**config.mk**
```make
export PLATFORM = sky130hd
export DESIGN_NAME = lwdt_top
export DESIGN_NICKNAME = d
export VERILOG_FILES = /design/src/hw/lwdt_pkg.sv /design/src/hw/lwdt_counter.sv /design/src/hw/lwdt_apb_port.sv /design/src/hw/lwdt_top.sv
export VERILOG_INCLUDE_DIRS = /design/src /design/src/hw
export SDC_FILE = /design/constraint.sdc
export NUM_CORES = 1
export LEC_CHECK = 0
export BUFFER_PORTS_ARGS = -buffer_cell sky130_fd_sc_hd__buf_2
export CELL_PAD_IN_SITES_DETAIL_PLACEMENT = 2
export CELL_PAD_IN_SITES_GLOBAL_PLACEMENT = 2
export CORE_ASPECT_RATIO = 0.5
export CORE_MARGIN = 2
export CORE_UTILIZATION = 33
export DETAILED_ROUTE_END_ITERATION = 8
export GPL_ROUTABILITY_DRIVEN = 0
export PLACE_DENSITY = 0.81
export SKIP_CTS_REPAIR_TIMING = 1
export SLEW_MARGIN = 20
export SYNTH_ARGS = -nofsm -noshare
export SYNTH_HDL_FRONTEND = slang
export SYNTH_SLANG_ARGS = --single-unit
```
**constraint.sdc**
```tcl
create_clock -name mclk -period 2.7 [get_ports mclk]
set_input_delay 0.27 -clock mclk [delete_from_list [all_inputs] [get_ports mclk]]
set_output_delay 0.27 -clock mclk [all_outputs]
set_load 0.05 [all_outputs]
```
**src/hw/lwdt_defs.svh**
```systemverilog
// Offsets, field positions, reset values and keys of the lockable watchdog
// Behaviour
// - Lock operation blocks every later configuration write until unlock
// - Unlock operation makes configuration writes take effect again
// - Lock state readable: one while locked, zero while unlocked
// - While locked, enables, reset enable/disable and reload writes are ignored
// - Interrupt enable bit lets the timeout interrupt reach the processor
// - Raw and masked interrupt status are both readable
// - Interrupt status reads one when active, zero when not
// - Reload value is readable and loaded into counter at first zero
// - Reload write while running loads the counter at once
// - Reload write of zero raises the timeout interrupt immediately
// - With reset enabled, second timeout drives system reset
// - With reset disabled, second timeout produces no system reset
// - Running indication reads true once counter enabled, else false
// - With stall enabled, counting stops while processor is debug halted
// - Counting resumes after halt; expiry needs full count of running cycles
// - Timing element is a 32-bit down counter loaded from reload register
// - Enable also enables interrupt; first zero raises it, reloads, counts on
// - Second zero with interrupt uncleared and reset enabled asserts reset
// - Interrupt clear before second timeout reloads counter and resumes
`ifndef LWDT_DEFS_SVH
`define LWDT_DEFS_SVH

`define LWDT_OFS_LOAD 12'h000
`define LWDT_OFS_VALUE 12'h004
`define LWDT_OFS_CTRL 12'h008
`define LWDT_OFS_ICR 12'h00C
`define LWDT_OFS_RIS 12'h010
`define LWDT_OFS_MIS 12'h014
`define LWDT_OFS_LOCK 12'h018
`define LWDT_OFS_STAT 12'h01C

`define LWDT_CTRL_RUN 0
`define LWDT_CTRL_INTEN 1
`define LWDT_CTRL_RSTEN 2
`define LWDT_CTRL_STALL 3
`define LWDT_STAT_LOCKED 0
`define LWDT_STAT_RUNNING 1

`define LWDT_LOAD_RST 32'hFFFFFFFF
// Arbitrary unlock key
`define LWDT_UNLOCK_KEY 32'h5A5AC0DE

`endif

```
**src/hw/lwdt_pkg.sv**
```systemverilog
// Types and register decode shared by the lockable watchdog
`include "lwdt_defs.svh"
package lwdt_pkg;
    typedef enum {
        LWDT_R_LOAD, LWDT_R_VALUE, LWDT_R_CTRL, LWDT_R_ICR,
        LWDT_R_RIS, LWDT_R_MIS, LWDT_R_LOCK, LWDT_R_STAT, LWDT_R_NONE
    } lwdt_reg_e;

    function automatic lwdt_reg_e lwdt_decode(input logic [11:0] addr);
        case (addr)
            `LWDT_OFS_LOAD: lwdt_decode = LWDT_R_LOAD;
            `LWDT_OFS_VALUE: lwdt_decode = LWDT_R_VALUE;
            `LWDT_OFS_CTRL: lwdt_decode = LWDT_R_CTRL;
            `LWDT_OFS_ICR: lwdt_decode = LWDT_R_ICR;
            `LWDT_OFS_RIS: lwdt_decode = LWDT_R_RIS;
            `LWDT_OFS_MIS: lwdt_decode = LWDT_R_MIS;
            `LWDT_OFS_LOCK: lwdt_decode = LWDT_R_LOCK;
            `LWDT_OFS_STAT: lwdt_decode = LWDT_R_STAT;
            default: lwdt_decode = LWDT_R_NONE;
        endcase
    endfunction : lwdt_decode
endpackage : lwdt_pkg

```
**src/hw/lwdt_counter.sv**
```systemverilog
// Loadable down counter that is the watchdog's timing element
`timescale 1ns/1ps
`include "lwdt_defs.svh"
module lwdt_counter #(
    parameter int WIDTH = 32
) (
    input wire logic mclk,
    input wire logic rst,
    input wire logic load,
    input wire logic [WIDTH-1:0] load_val,
    input wire logic dec_en,
    output logic [WIDTH-1:0] count,
    output logic at_zero
);
    logic [WIDTH-1:0] count_q;
    logic [WIDTH-1:0] count_d;

    always_comb begin
        count_d = count_q;
        if (load) begin
            count_d = load_val;
        end else if (dec_en && (count_q != '0)) begin
            count_d = count_q - 1'b1;
        end
    end

    always_ff @(posedge mclk or posedge rst) begin
        if (rst) begin
            count_q <= WIDTH'(`LWDT_LOAD_RST);
        end else begin
            count_q <= count_d;
        end
    end

    assign count = count_q;
    assign at_zero = (count_q == '0);
endmodule : lwdt_counter

```
**src/hw/lwdt_apb_port.sv**
```systemverilog
// APB phase decode: write strobe, read setup strobe and access handshake
`timescale 1ns/1ps
module lwdt_apb_port (
    input wire logic psel,
    input wire logic penable,
    input wire logic pwrite,
    output logic wr_stb,
    output logic rd_setup,
    output logic pready
);
    // Zero wait states: reads are captured in setup, so access ends at once
    assign pready = psel & penable;
    assign wr_stb = psel & penable & pwrite;
    assign rd_setup = psel & ~penable & ~pwrite;
endmodule : lwdt_apb_port

```
**src/hw/lwdt_top.sv**
```systemverilog
// Lockable watchdog timer with an APB register slave
//
// Added by the designer: the register offsets and register access over APB.
`timescale 1ns/1ps
`include "lwdt_defs.svh"
module lwdt_top
    import lwdt_pkg::*;
#(
    parameter int CNT_WIDTH = 32
) (
    input wire logic mclk,
    input wire logic rst,
    input wire logic psel,
    input wire logic penable,
    input wire logic pwrite,
    input wire logic [11:0] paddr,
    input wire logic [31:0] pwdata,
    output logic pready,
    output logic [31:0] prdata,
    output logic pslverr,
    input wire logic dbg_halt,
    output logic wdt_irq,
    output logic sys_rst_req,
    output logic wdt_running,
    output logic wdt_locked
);

    // Bus phase strobes
    logic wr_stb;
    logic rd_setup;

    lwdt_apb_port u_port (
        .psel(psel),
        .penable(penable),
        .pwrite(pwrite),
        .wr_stb(wr_stb),
        .rd_setup(rd_setup),
        .pready(pready)
    );

    lwdt_reg_e wr_reg;
    lwdt_reg_e rd_reg;

    assign wr_reg = lwdt_decode(paddr);
    assign rd_reg = lwdt_decode(paddr);

    // Configuration and status state
    logic locked_q;
    logic locked_d;
    logic run_q;
    logic run_d;
    logic inten_q;
    logic inten_d;
    logic rsten_q;
    logic rsten_d;
    logic stall_q;
    logic stall_d;
    logic [CNT_WIDTH-1:0] reload_q;
    logic [CNT_WIDTH-1:0] reload_d;
    logic raw_q;
    logic raw_d;
    logic sysrst_q;
    logic sysrst_d;
    logic irq_q;
    logic irq_d;
    logic [31:0] rdata_q;
    logic [31:0] rdata_d;
    logic err_q;
    logic err_d;

    // Counter hookup
    logic cnt_load;
    logic [CNT_WIDTH-1:0] cnt_load_val;
    logic cnt_dec;
    logic [CNT_WIDTH-1:0] cnt_value;
    logic cnt_zero;

    lwdt_counter #(
        .WIDTH(CNT_WIDTH)
    ) u_cnt (
        .mclk(mclk),
        .rst(rst),
        .load(cnt_load),
        .load_val(cnt_load_val),
        .dec_en(cnt_dec),
        .count(cnt_value),
        .at_zero(cnt_zero)
    );

    // Write qualifiers
    logic cfg_wr_ok;
    logic wr_load;
    logic wr_ctrl;
    logic wr_icr;
    logic wr_lock;
    logic run_start;
    logic timeout;

    always_comb begin
        cfg_wr_ok = wr_stb & ~locked_q;
        wr_load = cfg_wr_ok & (wr_reg == LWDT_R_LOAD);
        wr_ctrl = cfg_wr_ok & (wr_reg == LWDT_R_CTRL);
        // Clearing the interrupt is not configuration, so the lock leaves it open
        wr_icr = wr_stb & (wr_reg == LWDT_R_ICR);
        wr_lock = wr_stb & (wr_reg == LWDT_R_LOCK);
        run_start = wr_ctrl & pwdata[`LWDT_CTRL_RUN] & ~run_q;
    end

    // Stall only while debug halt and stall enable are both up
    always_comb begin
        cnt_dec = run_q & ~(stall_q & dbg_halt);
        timeout = cnt_dec & cnt_zero;
    end

    // Counter load sources; a fresh reload word wins over the stored one
    always_comb begin
        cnt_load = 1'b0;
        cnt_load_val = reload_q;
        if (wr_load && (run_q || run_start)) begin
            cnt_load = 1'b1;
            cnt_load_val = pwdata[CNT_WIDTH-1:0];
        end else if (run_start) begin
            cnt_load = 1'b1;
        end else if (timeout) begin
            cnt_load = 1'b1;
        end else if (wr_icr && run_q) begin
            cnt_load = 1'b1;
        end
    end

    // Configuration next state
    always_comb begin
        locked_d = locked_q;
        run_d = run_q;
        inten_d = inten_q;
        rsten_d = rsten_q;
        stall_d = stall_q;
        reload_d = reload_q;
        if (wr_lock) begin
            // Any word but the key locks; the key unlocks
            locked_d = (pwdata != `LWDT_UNLOCK_KEY);
        end
        if (wr_load) begin
            reload_d = pwdata[CNT_WIDTH-1:0];
        end
        if (wr_ctrl) begin
            // Run, interrupt and stall enables are set-only so runaway code cannot stop the watchdog; reset enable follows each write
            if (pwdata[`LWDT_CTRL_RUN]) begin
                run_d = 1'b1;
                inten_d = 1'b1;
            end
            if (pwdata[`LWDT_CTRL_INTEN]) begin
                inten_d = 1'b1;
            end
            rsten_d = pwdata[`LWDT_CTRL_RSTEN];
            if (pwdata[`LWDT_CTRL_STALL]) begin
                stall_d = 1'b1;
            end
        end
    end

    always_ff @(posedge mclk or posedge rst) begin
        if (rst) begin
            locked_q <= 1'b0;
            run_q <= 1'b0;
            inten_q <= 1'b0;
            rsten_q <= 1'b0;
            stall_q <= 1'b0;
            reload_q <= CNT_WIDTH'(`LWDT_LOAD_RST);
        end else begin
            locked_q <= locked_d;
            run_q <= run_d;
            inten_q <= inten_d;
            rsten_q <= rsten_d;
            stall_q <= stall_d;
            reload_q <= reload_d;
        end
    end

    // Interrupt and system reset next state
    always_comb begin
        raw_d = raw_q;
        sysrst_d = sysrst_q;
        if (wr_icr) begin
            raw_d = 1'b0;
        end
        if (timeout && raw_q && rsten_q) begin
            sysrst_d = 1'b1;
        end
        // Setting after the clear keeps an event in the clear cycle
        if (timeout) begin
            raw_d = 1'b1;
        end
        if (wr_load && (pwdata[CNT_WIDTH-1:0] == '0)) begin
            raw_d = 1'b1;
        end
        irq_d = raw_d & inten_d;
    end

    // The reset request holds until system reset takes the block down
    always_ff @(posedge mclk or posedge rst) begin
        if (rst) begin
            raw_q <= 1'b0;
            sysrst_q <= 1'b0;
            irq_q <= 1'b0;
        end else begin
            raw_q <= raw_d;
            sysrst_q <= sysrst_d;
            irq_q <= irq_d;
        end
    end

    // Read data is captured in the setup cycle, so VALUE is one cycle old
    always_comb begin
        rdata_d = rdata_q;
        err_d = 1'b0;
        if (rd_setup) begin
            rdata_d = 32'h00000000;
            case (rd_reg)
                LWDT_R_LOAD: begin
                    rdata_d[CNT_WIDTH-1:0] = reload_q;
                end
                LWDT_R_VALUE: begin
                    rdata_d[CNT_WIDTH-1:0] = cnt_value;
                end
                LWDT_R_CTRL: begin
                    rdata_d[`LWDT_CTRL_RUN] = run_q;
                    rdata_d[`LWDT_CTRL_INTEN] = inten_q;
                    rdata_d[`LWDT_CTRL_RSTEN] = rsten_q;
                    rdata_d[`LWDT_CTRL_STALL] = stall_q;
                end
                LWDT_R_ICR: begin
                    rdata_d = 32'h00000000;
                end
                LWDT_R_RIS: begin
                    rdata_d[0] = raw_q;
                end
                LWDT_R_MIS: begin
                    rdata_d[0] = raw_q & inten_q;
                end
                LWDT_R_LOCK: begin
                    rdata_d[0] = locked_q;
                end
                LWDT_R_STAT: begin
                    rdata_d[`LWDT_STAT_LOCKED] = locked_q;
                    rdata_d[`LWDT_STAT_RUNNING] = run_q;
                end
                default: begin
                    rdata_d = 32'h00000000;
                end
            endcase
        end
        // Unmapped addresses answer with an error in their access phase
        if (psel && (rd_reg == LWDT_R_NONE)) begin
            err_d = ~penable;
        end
    end

    always_ff @(posedge mclk or posedge rst) begin
        if (rst) begin
            rdata_q <= 32'h00000000;
            err_q <= 1'b0;
        end else begin
            rdata_q <= rdata_d;
            err_q <= err_d;
        end
    end

    assign prdata = rdata_q;
    assign pslverr = err_q & psel & penable;
    assign wdt_irq = irq_q;
    assign sys_rst_req = sysrst_q;
    assign wdt_running = run_q;
    assign wdt_locked = locked_q;
endmodule : lwdt_top

```
* Yosys cells after proc, flatten, opt, wreduce, memory -nomap -nowiden
Memory sizes are Yosys's and may differ from the RTL's.
Cells that the tools add are included.
** Cells by class
- Add/sub/neg operators :: 1
- Equal/unequal tests :: 11
- Mux-type cells :: 20
- Bitwise gates (word level) :: 23
- Reductions and logical operators :: 18
** Operators with widths (number)
- 32-bit by 3-bit equality test with 1-bit output, second input constant :: 6
- 32-bit two-way mux :: 5
- 32-bit zero test :: 4
- 28-bit one-hot mux with 2 select lines :: 1
- 32-bit by 1-bit equality test with 1-bit output, second input constant :: 1
- 32-bit by 2-bit equality test with 1-bit output, second input constant :: 1
- 32-bit by 4-bit equality test with 1-bit output, second input constant :: 1
- 32-bit by 5-bit equality test with 1-bit output, second input constant :: 1
- 32-bit by 31-bit != test with 1-bit output, second input constant :: 1
- 32-bit nonzero test :: 1
- 32-bit by 1-bit subtractor with 32-bit output, second input constant :: 1
- 1-bit bitwise AND :: 18
- 1-bit two-way mux :: 11
- 1-bit logical AND :: 7
- 7-bit zero test :: 1
- 1-bit one-hot mux with 6 select lines :: 1
- 2-bit one-hot mux with 3 select lines :: 1
- 1-bit inverter :: 5
- 1-bit one-hot mux with 4 select lines :: 1
- 2-bit AND reduction :: 2
- 2-bit nonzero test :: 1
- 2-bit OR reduction :: 1
- 1-bit logical OR :: 1
** Storage, ports and cells
- Bits in registers :: 105
- ROM bits :: 256
- Input bits :: 50
- Output and inout port bits :: 38
- Word-level logic and storage cells :: 87
- Memories :: 2
** Memory list
- (name not given) :: words 32, width 4, read ports 1, clocked after Yosys merged registers in 0, write ports 0, RTL line lwdt_pkg.sv:10 : case (addr)
- (name not given) :: words 32, width 4, read ports 1, clocked after Yosys merged registers in 0, write ports 0, RTL line lwdt_pkg.sv:10

* Depth between registers and ports, before layout
Gate-level depths: netlist (run 1).
- Depth in word-level cells :: 10
- Depth in mapped cells :: 10
- Mapped depth without buffers :: 8

* Hierarchy
Synthesis (run 1) repeated with hierarchy kept, for this count alone.
** Unflattened totals
- Cell total of the unflattened synthesis :: 552
- Area total of the unflattened synthesis :: 6223.5 µm²
** Modules (own cells, without submodules)
- lwdt_top :: times used 1, cells an instance 323, area an instance 3983.8 µm², seq. area each 1866.8 µm²
- lwdt_counter :: times used 1, cells an instance 226, area an instance 2213.4 µm², seq. area each 840.8 µm²
- lwdt_apb_port :: times used 1, cells an instance 3, area an instance 26.3 µm², seq. area each 0.0 µm²

* Worst setup path before layout (run 1)
OpenSTA, ideal clock, no wires.
- Path type :: flip-flop to flip-flop
- Start :: register run_q, in the netlist wdt_running
- End :: register u_cnt.count_q[0], in the netlist u_cnt.count[0]
- Library setup time :: 0.086 ns
- Data arrival time :: 2.274 ns
- Required time :: 2.614 ns
- Slack :: 0.339 ns
- Stages on the path, launching flop included :: 9
- Path through :: dfrtp_1 a21boi_2 nand4_1 or4_1 buf_2 nand2_4 buf_6 nor2_2 o31ai_2
** Between the ends
- Cells in the longest elaborated chain, start to end :: 6
** RTL lines
- from (decl) :: RTL line lwdt_top.sv:50 : logic run_q;
- from (signal assigned) :: RTL line lwdt_top.sv:172 : run_q <= run_d;
- 1-bit bitwise AND, or another cell as far along :: RTL line lwdt_top.sv:111 : cnt_dec = run_q & ~(stall_q & dbg_halt);
- 1-bit bitwise AND, or another cell as far along :: RTL line lwdt_top.sv:112 : timeout = cnt_dec & cnt_zero;
- 1-bit two-way mux or 1-bit logical OR (tied branches) :: RTL line lwdt_top.sv:124, lwdt_top.sv:119
- 1-bit two-way mux or 1-bit logical AND (tied branches) :: RTL line lwdt_top.sv:122, lwdt_top.sv:119
- 1-bit two-way mux or 32-bit two-way mux (tied branches) :: RTL line lwdt_top.sv:119 : if (wr_load && (run_q || run_start)) begin
- 32-bit two-way mux or 2-bit nonzero test (tied branches)
- to (signal assigned) :: RTL line lwdt_counter.sv:29 : count_q <= WIDTH'(`LWDT_LOAD_RST);
- to (signal assigned) :: RTL line lwdt_counter.sv:31 : count_q <= count_d;
- to (decl) :: RTL line lwdt_counter.sv:15 : logic [WIDTH-1:0] count_q;
Several ways; a longest one is shown, not always the timed one.
A chain may end at the register's enable or synchronous reset.

* Worst setup path after layout (run 1)
- Start :: register u_cnt.count_q[0], in the netlist u_cnt.count[0]
- End :: register u_cnt.count_q[31], in the netlist u_cnt.count[31]
** Between the ends
- Cells in the longest elaborated chain, start to end :: 6
** RTL lines
- branches (longest 6 deep; another with 32-bit by 1-bit subtractor with 32-bit output)
Parallel ways; which one is timed is not known. The select of a mux whose other input is x is not followed.

==> results of run 1 <==
layer usage:
layer,up-vias,wire length [µm],track usage [%]
li1,2391,-,-
met1,2828,10500,32.8
met2,163,10500,39.4
met3,40,1300,5.02
met4,0,508,7.81
met5,-,0,0
worst max-delay path by stage:
| stage | startpoint | end | slack (ns) |
|---|---|---|---|
| 3_5_place_dp | u_cnt.count[24]$_DFFE_PP1P_ | u_cnt.count[31]$_DFFE_PP1P_ | 0.13 |
| 4_1_cts | u_cnt.count[24]$_DFFE_PP1P_ | u_cnt.count[31]$_DFFE_PP1P_ | 0.06 |
| 3_3_place_gp | u_cnt.count[24]$_DFFE_PP1P_ | u_cnt.count[15]$_DFFE_PP1P_ | 0.27 |
| 5_1_grt | u_cnt.count[0]$_DFFE_PP1P_ | u_cnt.count[31]$_DFFE_PP1P_ | 0.0007 |
| 6_report | u_cnt.count[0]$_DFFE_PP1P_ | u_cnt.count[31]$_DFFE_PP1P_ | 0.1 |
| 2_1_floorplan | wdt_running$_DFFE_PP0P_ | u_cnt.count[0]$_DFFE_PP1P_ | 0.34 |
power by group:
part           internal, µW  switching (µW)  total [µW]
clock network           786             667        1450
logic                   112             168         279
registers              1670             111        1790
total                  2570             946        3520
stage by stage:
step	hold WS, ns	area [µm²]	total power [µW]	cells	utilization, %
floorplan	0.384	6000	1910	590	-
global placement	0.325	6830	2050	903	38.8
global route	0.192	7170	3630	920	40.8
detailed placement	0.333	6830	2070	903	38.8
CTS	-0.0520	7150	3540	919	40.7
finish	0.182	7170	3520	921	40.8
kinds of logic (layout without fill, tap and decap cells):
family	Yosys count	in the layout
AND/OR/NAND/NOR	185	185
AO/OA/AOI/OAI	164	164
flip-flops	105	105
multiplexers	82	82
buffers and inverters	52	148
adder cells (fa/ha/maj)	2	2
other	0	1
layout make-up:
class / instances / area, µm²
clock inverter: 6 / 71.3
antenna: 1 / 2.50
clock buffer: 10 / 250
inverter: 17 / 67.6
fill: 1869 / 10400
sequential: 105 / 2710
multi-input combinational: 433 / 3070
tap: 234 / 293
timing repair buffer: 115 / 711
cell usage after synthesis, drive strengths merged, types with 2 or more instances:
master   instances
dfstp           64
nand2           57
o21ai           56
mux2            51
dfrtp           41
a22oi           33
mux2i           31
nor2            26
a21oi           23
nor4            23
clkbuf          22
nor3            18
inv             17
buf             13
nand3           13
nand4           12
a21o             7
or3              6
a211oi           5
a2bb2oi          5
nor2b            5
o2bb2ai          5
o31ai            5
nand2b           4
o22a             4
or2              4
and3             3
nor4b            3
o22ai            3
a21boi           2
a222oi           2
a22o             2
and2             2
ha               2
nand3b           2
o211ai           2
o21a             2
or4              2
==> key figures, run 1 <==
Status
  • Outcome: finished clean

Pwr
  • Leakage: 0.00299 µW
  • Pwr dens: 491 mW/mm²
  • Peak VDD IR: 0.309 mV

Critical path
  • Sequence of cells on the critical path: inv_1 > ha_1 > nor4b_1 > nand4_1 > or4_1 > nand3_1 > o32ai_1 > o21bai_1
  • Crit path max fanout: 6
  • Worst path required time: 2.97 ns
  • Crit path DAT: 2.87 ns
  • Critical path's slowest cell: or4_1
  • Critical path class: reg2reg
  • RR Endpoint: u_cnt.count[31]$_DFFE_PP1P_
  • Delay-heaviest family, CP: simple AND/OR/NAND/NOR gates
  • Worst reg-to-reg path cell count: 8
  • CP Buf/Inv Count: 1
  • Worst stage delay on the critical path: 0.61 ns
  • R2r setup slk: 0.1 ns
  • Worst R2R Start: u_cnt.count[0]$_DFFE_PP1P_
  • CP startpoint kind: register
  • Critical Path End Type: register
  • Number of cells on the critical path: 8

Min path
  • End of the worst hold path: reload_q[23]$_DFFE_PP1P_
  • Min-delay src: pwdata[23]
  • Worst Hold Class: in2reg
  • Hold Crit Depth: 2

Layout
  • Most common cell after layout, fill and taps aside: buf_2
  • Layout Nets: 733
  • Share of cells above drive strength 1: 39.1%
  • Most frequent cells in the layout: buf_2 (87), dfstp_2 (64), nand2_1 (56), o21ai_0 (54), mux2_2 (50)
  • Layout area overhead: 19.6%

Synthesis
  • Net Count, Synth: 642
  • Synthesized cell area: 0.00599 mm²
  • Synth Area in Adders: 0.418%
  • Ys flop type: dfstp_2
  • Async S/R FF share, synth: 100%
  • Post-synth top area cell: dfstp_2
  • Simple-gate share of the synthesized area: 17.8%
  • Synth Area in XOR/XNOR: 0%
  • Yosys top cell area share: 28.1%
  • Post-Syn Instances: 590
  • Synth warnings: 0
  • Syn_area_per_cell: 10.2 µm²
  • Sequential element share of the synthesized area: 45.2%
  • Largest family of logic cells by synthesized area: compound AO/OA/AOI/OAI gates
  • Post-synth EDFFs: 0
  • FF+latch count, synth: 105
  • Netlist cell types: 64
  • Area contributors post-synth: dfstp_2 (28%), dfrtp_1 (17%), mux2_2 (9.4%), mux2i_1 (5.2%), o21ai_0 (4.5%)
  • Synth Area in Compound Gates: 17.9%
  • Mux cell area share after synthesis: 14.8%

Clocking
  • Register clock-pin slew on the reported worst setup and hold paths: 0.08 ns
  • CTS sink count: 105
  • CTS buffer count: 9
  • Root Buffer Master: clkbuf_16
  • CTS tree: built
  • H-Tree Depth: 3
  • Clk_lat worst skew: 0.36 ns
  • Clock Tree Buf Depth: 2

Place
  • # port buffers: 87
  • Dpl ws: 0.134 ns
  • Post-DP HPWL: 15.6 mm

Die
  • Die area: 0.0193 mm²
  • Starting Density: 34.1%
  • Row count: 34
  • Die Wd: 195 µm
  • Core area: 0.0176 mm²
  • Num ports: 88
  • Die Span Y: 99.3 µm

STA
  • Crit share post-route: 96.4%
  • Slew Limit Headroom: 52.6%
  • Slew Limit Fails: 0
  • Final hold violations: 0
  • Clk_skew: 0.0161 ns
  • Post-route worst setup slack: 0.0985 ns
  • Setup TNS: 0 ns
  • Peak Freq: 0.384 GHz
  • Final Critical Period: 2.60 ns
  • Worst Max-Slew Pin Slew: 0.712 ns
  • RSZ-0062 raised after global routing: no
  • Setup violators final: 0

Detailed routing
  • DR vias: 5,422
  • ANT nets after route: 0
  • Wire per inst: 24.7 µm
  • Final wirelength: 22.8 mm
  • Drt drc: 0
  • DRT Pass-1 Iters: 5
  • Vias per cell: 5.89
  • Initial DRC count: 334

Global routing
  • Initial antenna violation count: 1
  • Gr usage total: 24.3%
  • Total grt overflow: 0
  • Number of global-route vias before repair: 5,978
  • Largest net degree at the start of global routing: 87
  • First-pass GRT wire length: 35.9 mm

Flow run
  • Max-cap violations: 0
Power figures use the tool's default switching activity.
==> inputs of run 2 (changes only) <==
--- a/config.mk
+++ b/config.mk
@@ -11,10 +11,10 @@
 export CELL_PAD_IN_SITES_GLOBAL_PLACEMENT = 2
 export CORE_ASPECT_RATIO = 0.5
 export CORE_MARGIN = 2
-export CORE_UTILIZATION = 33
+export CORE_UTILIZATION = 30
 export DETAILED_ROUTE_END_ITERATION = 8
 export GPL_ROUTABILITY_DRIVEN = 0
-export PLACE_DENSITY = 0.81
+export PLACE_DENSITY = 0.75
 export SKIP_CTS_REPAIR_TIMING = 1
 export SLEW_MARGIN = 20
 export SYNTH_ARGS = -nofsm -noshare
==> key figures, run 2 (synthesis gave the netlist of run 1 again) <==
Critical path
  • Crit path DAT: 2.95 ns
  • Worst reg-to-reg path cell count: 6
  • CP startpoint kind: register
  • Worst path required time: 3.00 ns
  • Worst R2R Start: u_cnt.count[24]$_DFFE_PP1P_
  • CP Capture Point: u_cnt.count[24]$_DFFE_PP1P_
  • Crit path max fanout: 6
  • RR Endpoint: u_cnt.count[24]$_DFFE_PP1P_
  • Critical path class: reg2reg
  • Critical Path End Type: register
  • Setup crit start: u_cnt.count[24]$_DFFE_PP1P_
  • R2r setup slk: 0.06 ns

Clocking
  • Root Buffer Master: clkbuf_16
  • H-Tree Depth: 3
  • CTS tree: built
  • Clk_lat worst skew: 0.37 ns
  • Clock Tree Buf Depth: 2
  • CTS buffer count: 9
  • CTS sink count: 105
  • Register clock-pin slew on the reported worst setup and hold paths: 0.08 ns

Global routing
  • First-pass GRT wire length: 34.6 mm
  • Largest net degree at the start of global routing: 65
  • Gr usage total: 21.3%
  • Number of global-route vias before repair: 5,821
  • Initial antenna violation count: 0
  • Total grt overflow: 0

Layout
  • Layout Nets: 738
  • Final Util: 37.5%
  • Most common cell after layout, fill and taps aside: buf_2
  • Filler cell count: 2,116
  • Most frequent cells in the layout: buf_2 (87), dfstp_2 (64), nand2_1 (56), o21ai_0 (54), mux2_2 (50)
  • Share of cells above drive strength 1: 39.4%
  • Antenna diodes: 0
  • Layout area overhead: 22.0%

STA
  • Clk_skew: 0.00963 ns
  • Hold Slack: 0.175 ns
  • Final hold violations: 0
  • RSZ-0062 raised after global routing: no
  • Setup violators final: 0
  • Peak Freq: 0.378 GHz
  • Post-route worst setup slack: 0.0550 ns
  • Worst Max-Slew Pin Slew: 0.815 ns
  • Setup TNS: 0 ns
  • Slew Limit Headroom: 45.1%
  • Slew Limit Fails: 0
  • Final Critical Period: 2.64 ns
  • Crit share post-route: 98.0%

Place
  • # port buffers: 87
  • Post-DP HPWL: 15.6 mm
  • Dpl ws: 0.121 ns

Detailed routing
  • Drt drc: 0
  • Wire per inst: 22.9 µm
  • ANT nets after route: 0
  • DRT Pass-1 Iters: 4
  • Final wirelength: 21.9 mm
  • Initial DRC count: 284
  • Vias per cell: 5.54
  • DR vias: 5,302

Pwr
  • Leakage: 0.00306 µW
  • Pwr dens: 521 mW/mm²
  • Total power: 3810 µW
  • Peak VDD IR: 0.273 mV

Die
  • Core area: 0.0195 mm²
  • Row count: 36
  • Num ports: 88
  • Die area: 0.0212 mm²
  • Die Span Y: 104 µm
  • Starting Density: 30.7%
  • Die Wd: 204 µm

Flow run
  • Max-cap violations: 0

Status
  • Outcome: finished clean

Min path
  • Worst Hold Class: in2reg
==> run 2: through the flow <==
step	cells	area [µm²]
finish	957	7310
global route	957	7310
CTS	956	7300
detailed placement	940	6910
global placement	940	6910
floorplan	590	6000
==> run 2: area by class of cell <==
| class | instances | area [µm²] | share of cell area, % |
|---|---|---|---|
| Clock buffer | 9 | 225 | 3.08 |
| Sequential cell | 105 | 2710 | 37.0 |
| Inverter | 17 | 67.6 | 0.924 |
| Tap cell | 266 | 333 | 4.55 |
| Timing Repair Buffer | 120 | 748 | 10.2 |
| Multi-Input combinational cell | 433 | 3070 | 41.9 |
| Clock inverter | 7 | 166 | 2.28 |
==> run 2: how the worst min path moves through the flow <==
stage	startpoint	endpoint	slack [ns]	cells past startpoint
after floorplan	pwdata[0]	wdt_running$_DFFE_PP0P_	0.38	2
after global placement	rst	err_q$_DFF_PP0_	0.18	2
after detailed placement	rst	err_q$_DFF_PP0_	0.17	2
after CTS	rst	err_q$_DFF_PP0_	-0.21	2
after global routing	pwdata[24]	reload_q[24]$_DFFE_PP1P_	0.18	2
final	pwdata[24]	reload_q[24]$_DFFE_PP1P_	0.17	2
==> run 2: power breakdown <==
part	switching (µW)	internal, µW	total, µW
clock	657	1100	1750
combinational	174	116	290
sequential	95.3	1670	1770
total	926	2890	3810
==> run 2: routing by layer <==
layer / vias up / track usage (%) / share of wire (%)
met2: 108 / 33.9 / 48
met4: 0 / 5.74 / 1.3
met5: - / 0 / 0
met3: 20 / 3.92 / 4.7
li1: 2398 / - / -
met1: 2776 / 29.7 / 46
==> run 2: critical path, stage by stage, from the launching register on <==
cell and delay (ns):
dfstp_2 0.41, nor4_1 0.65, nand3_4 0.17, or4_1 0.70
nand3_1 0.33, o22ai_1 0.14, a21o_1 0.18
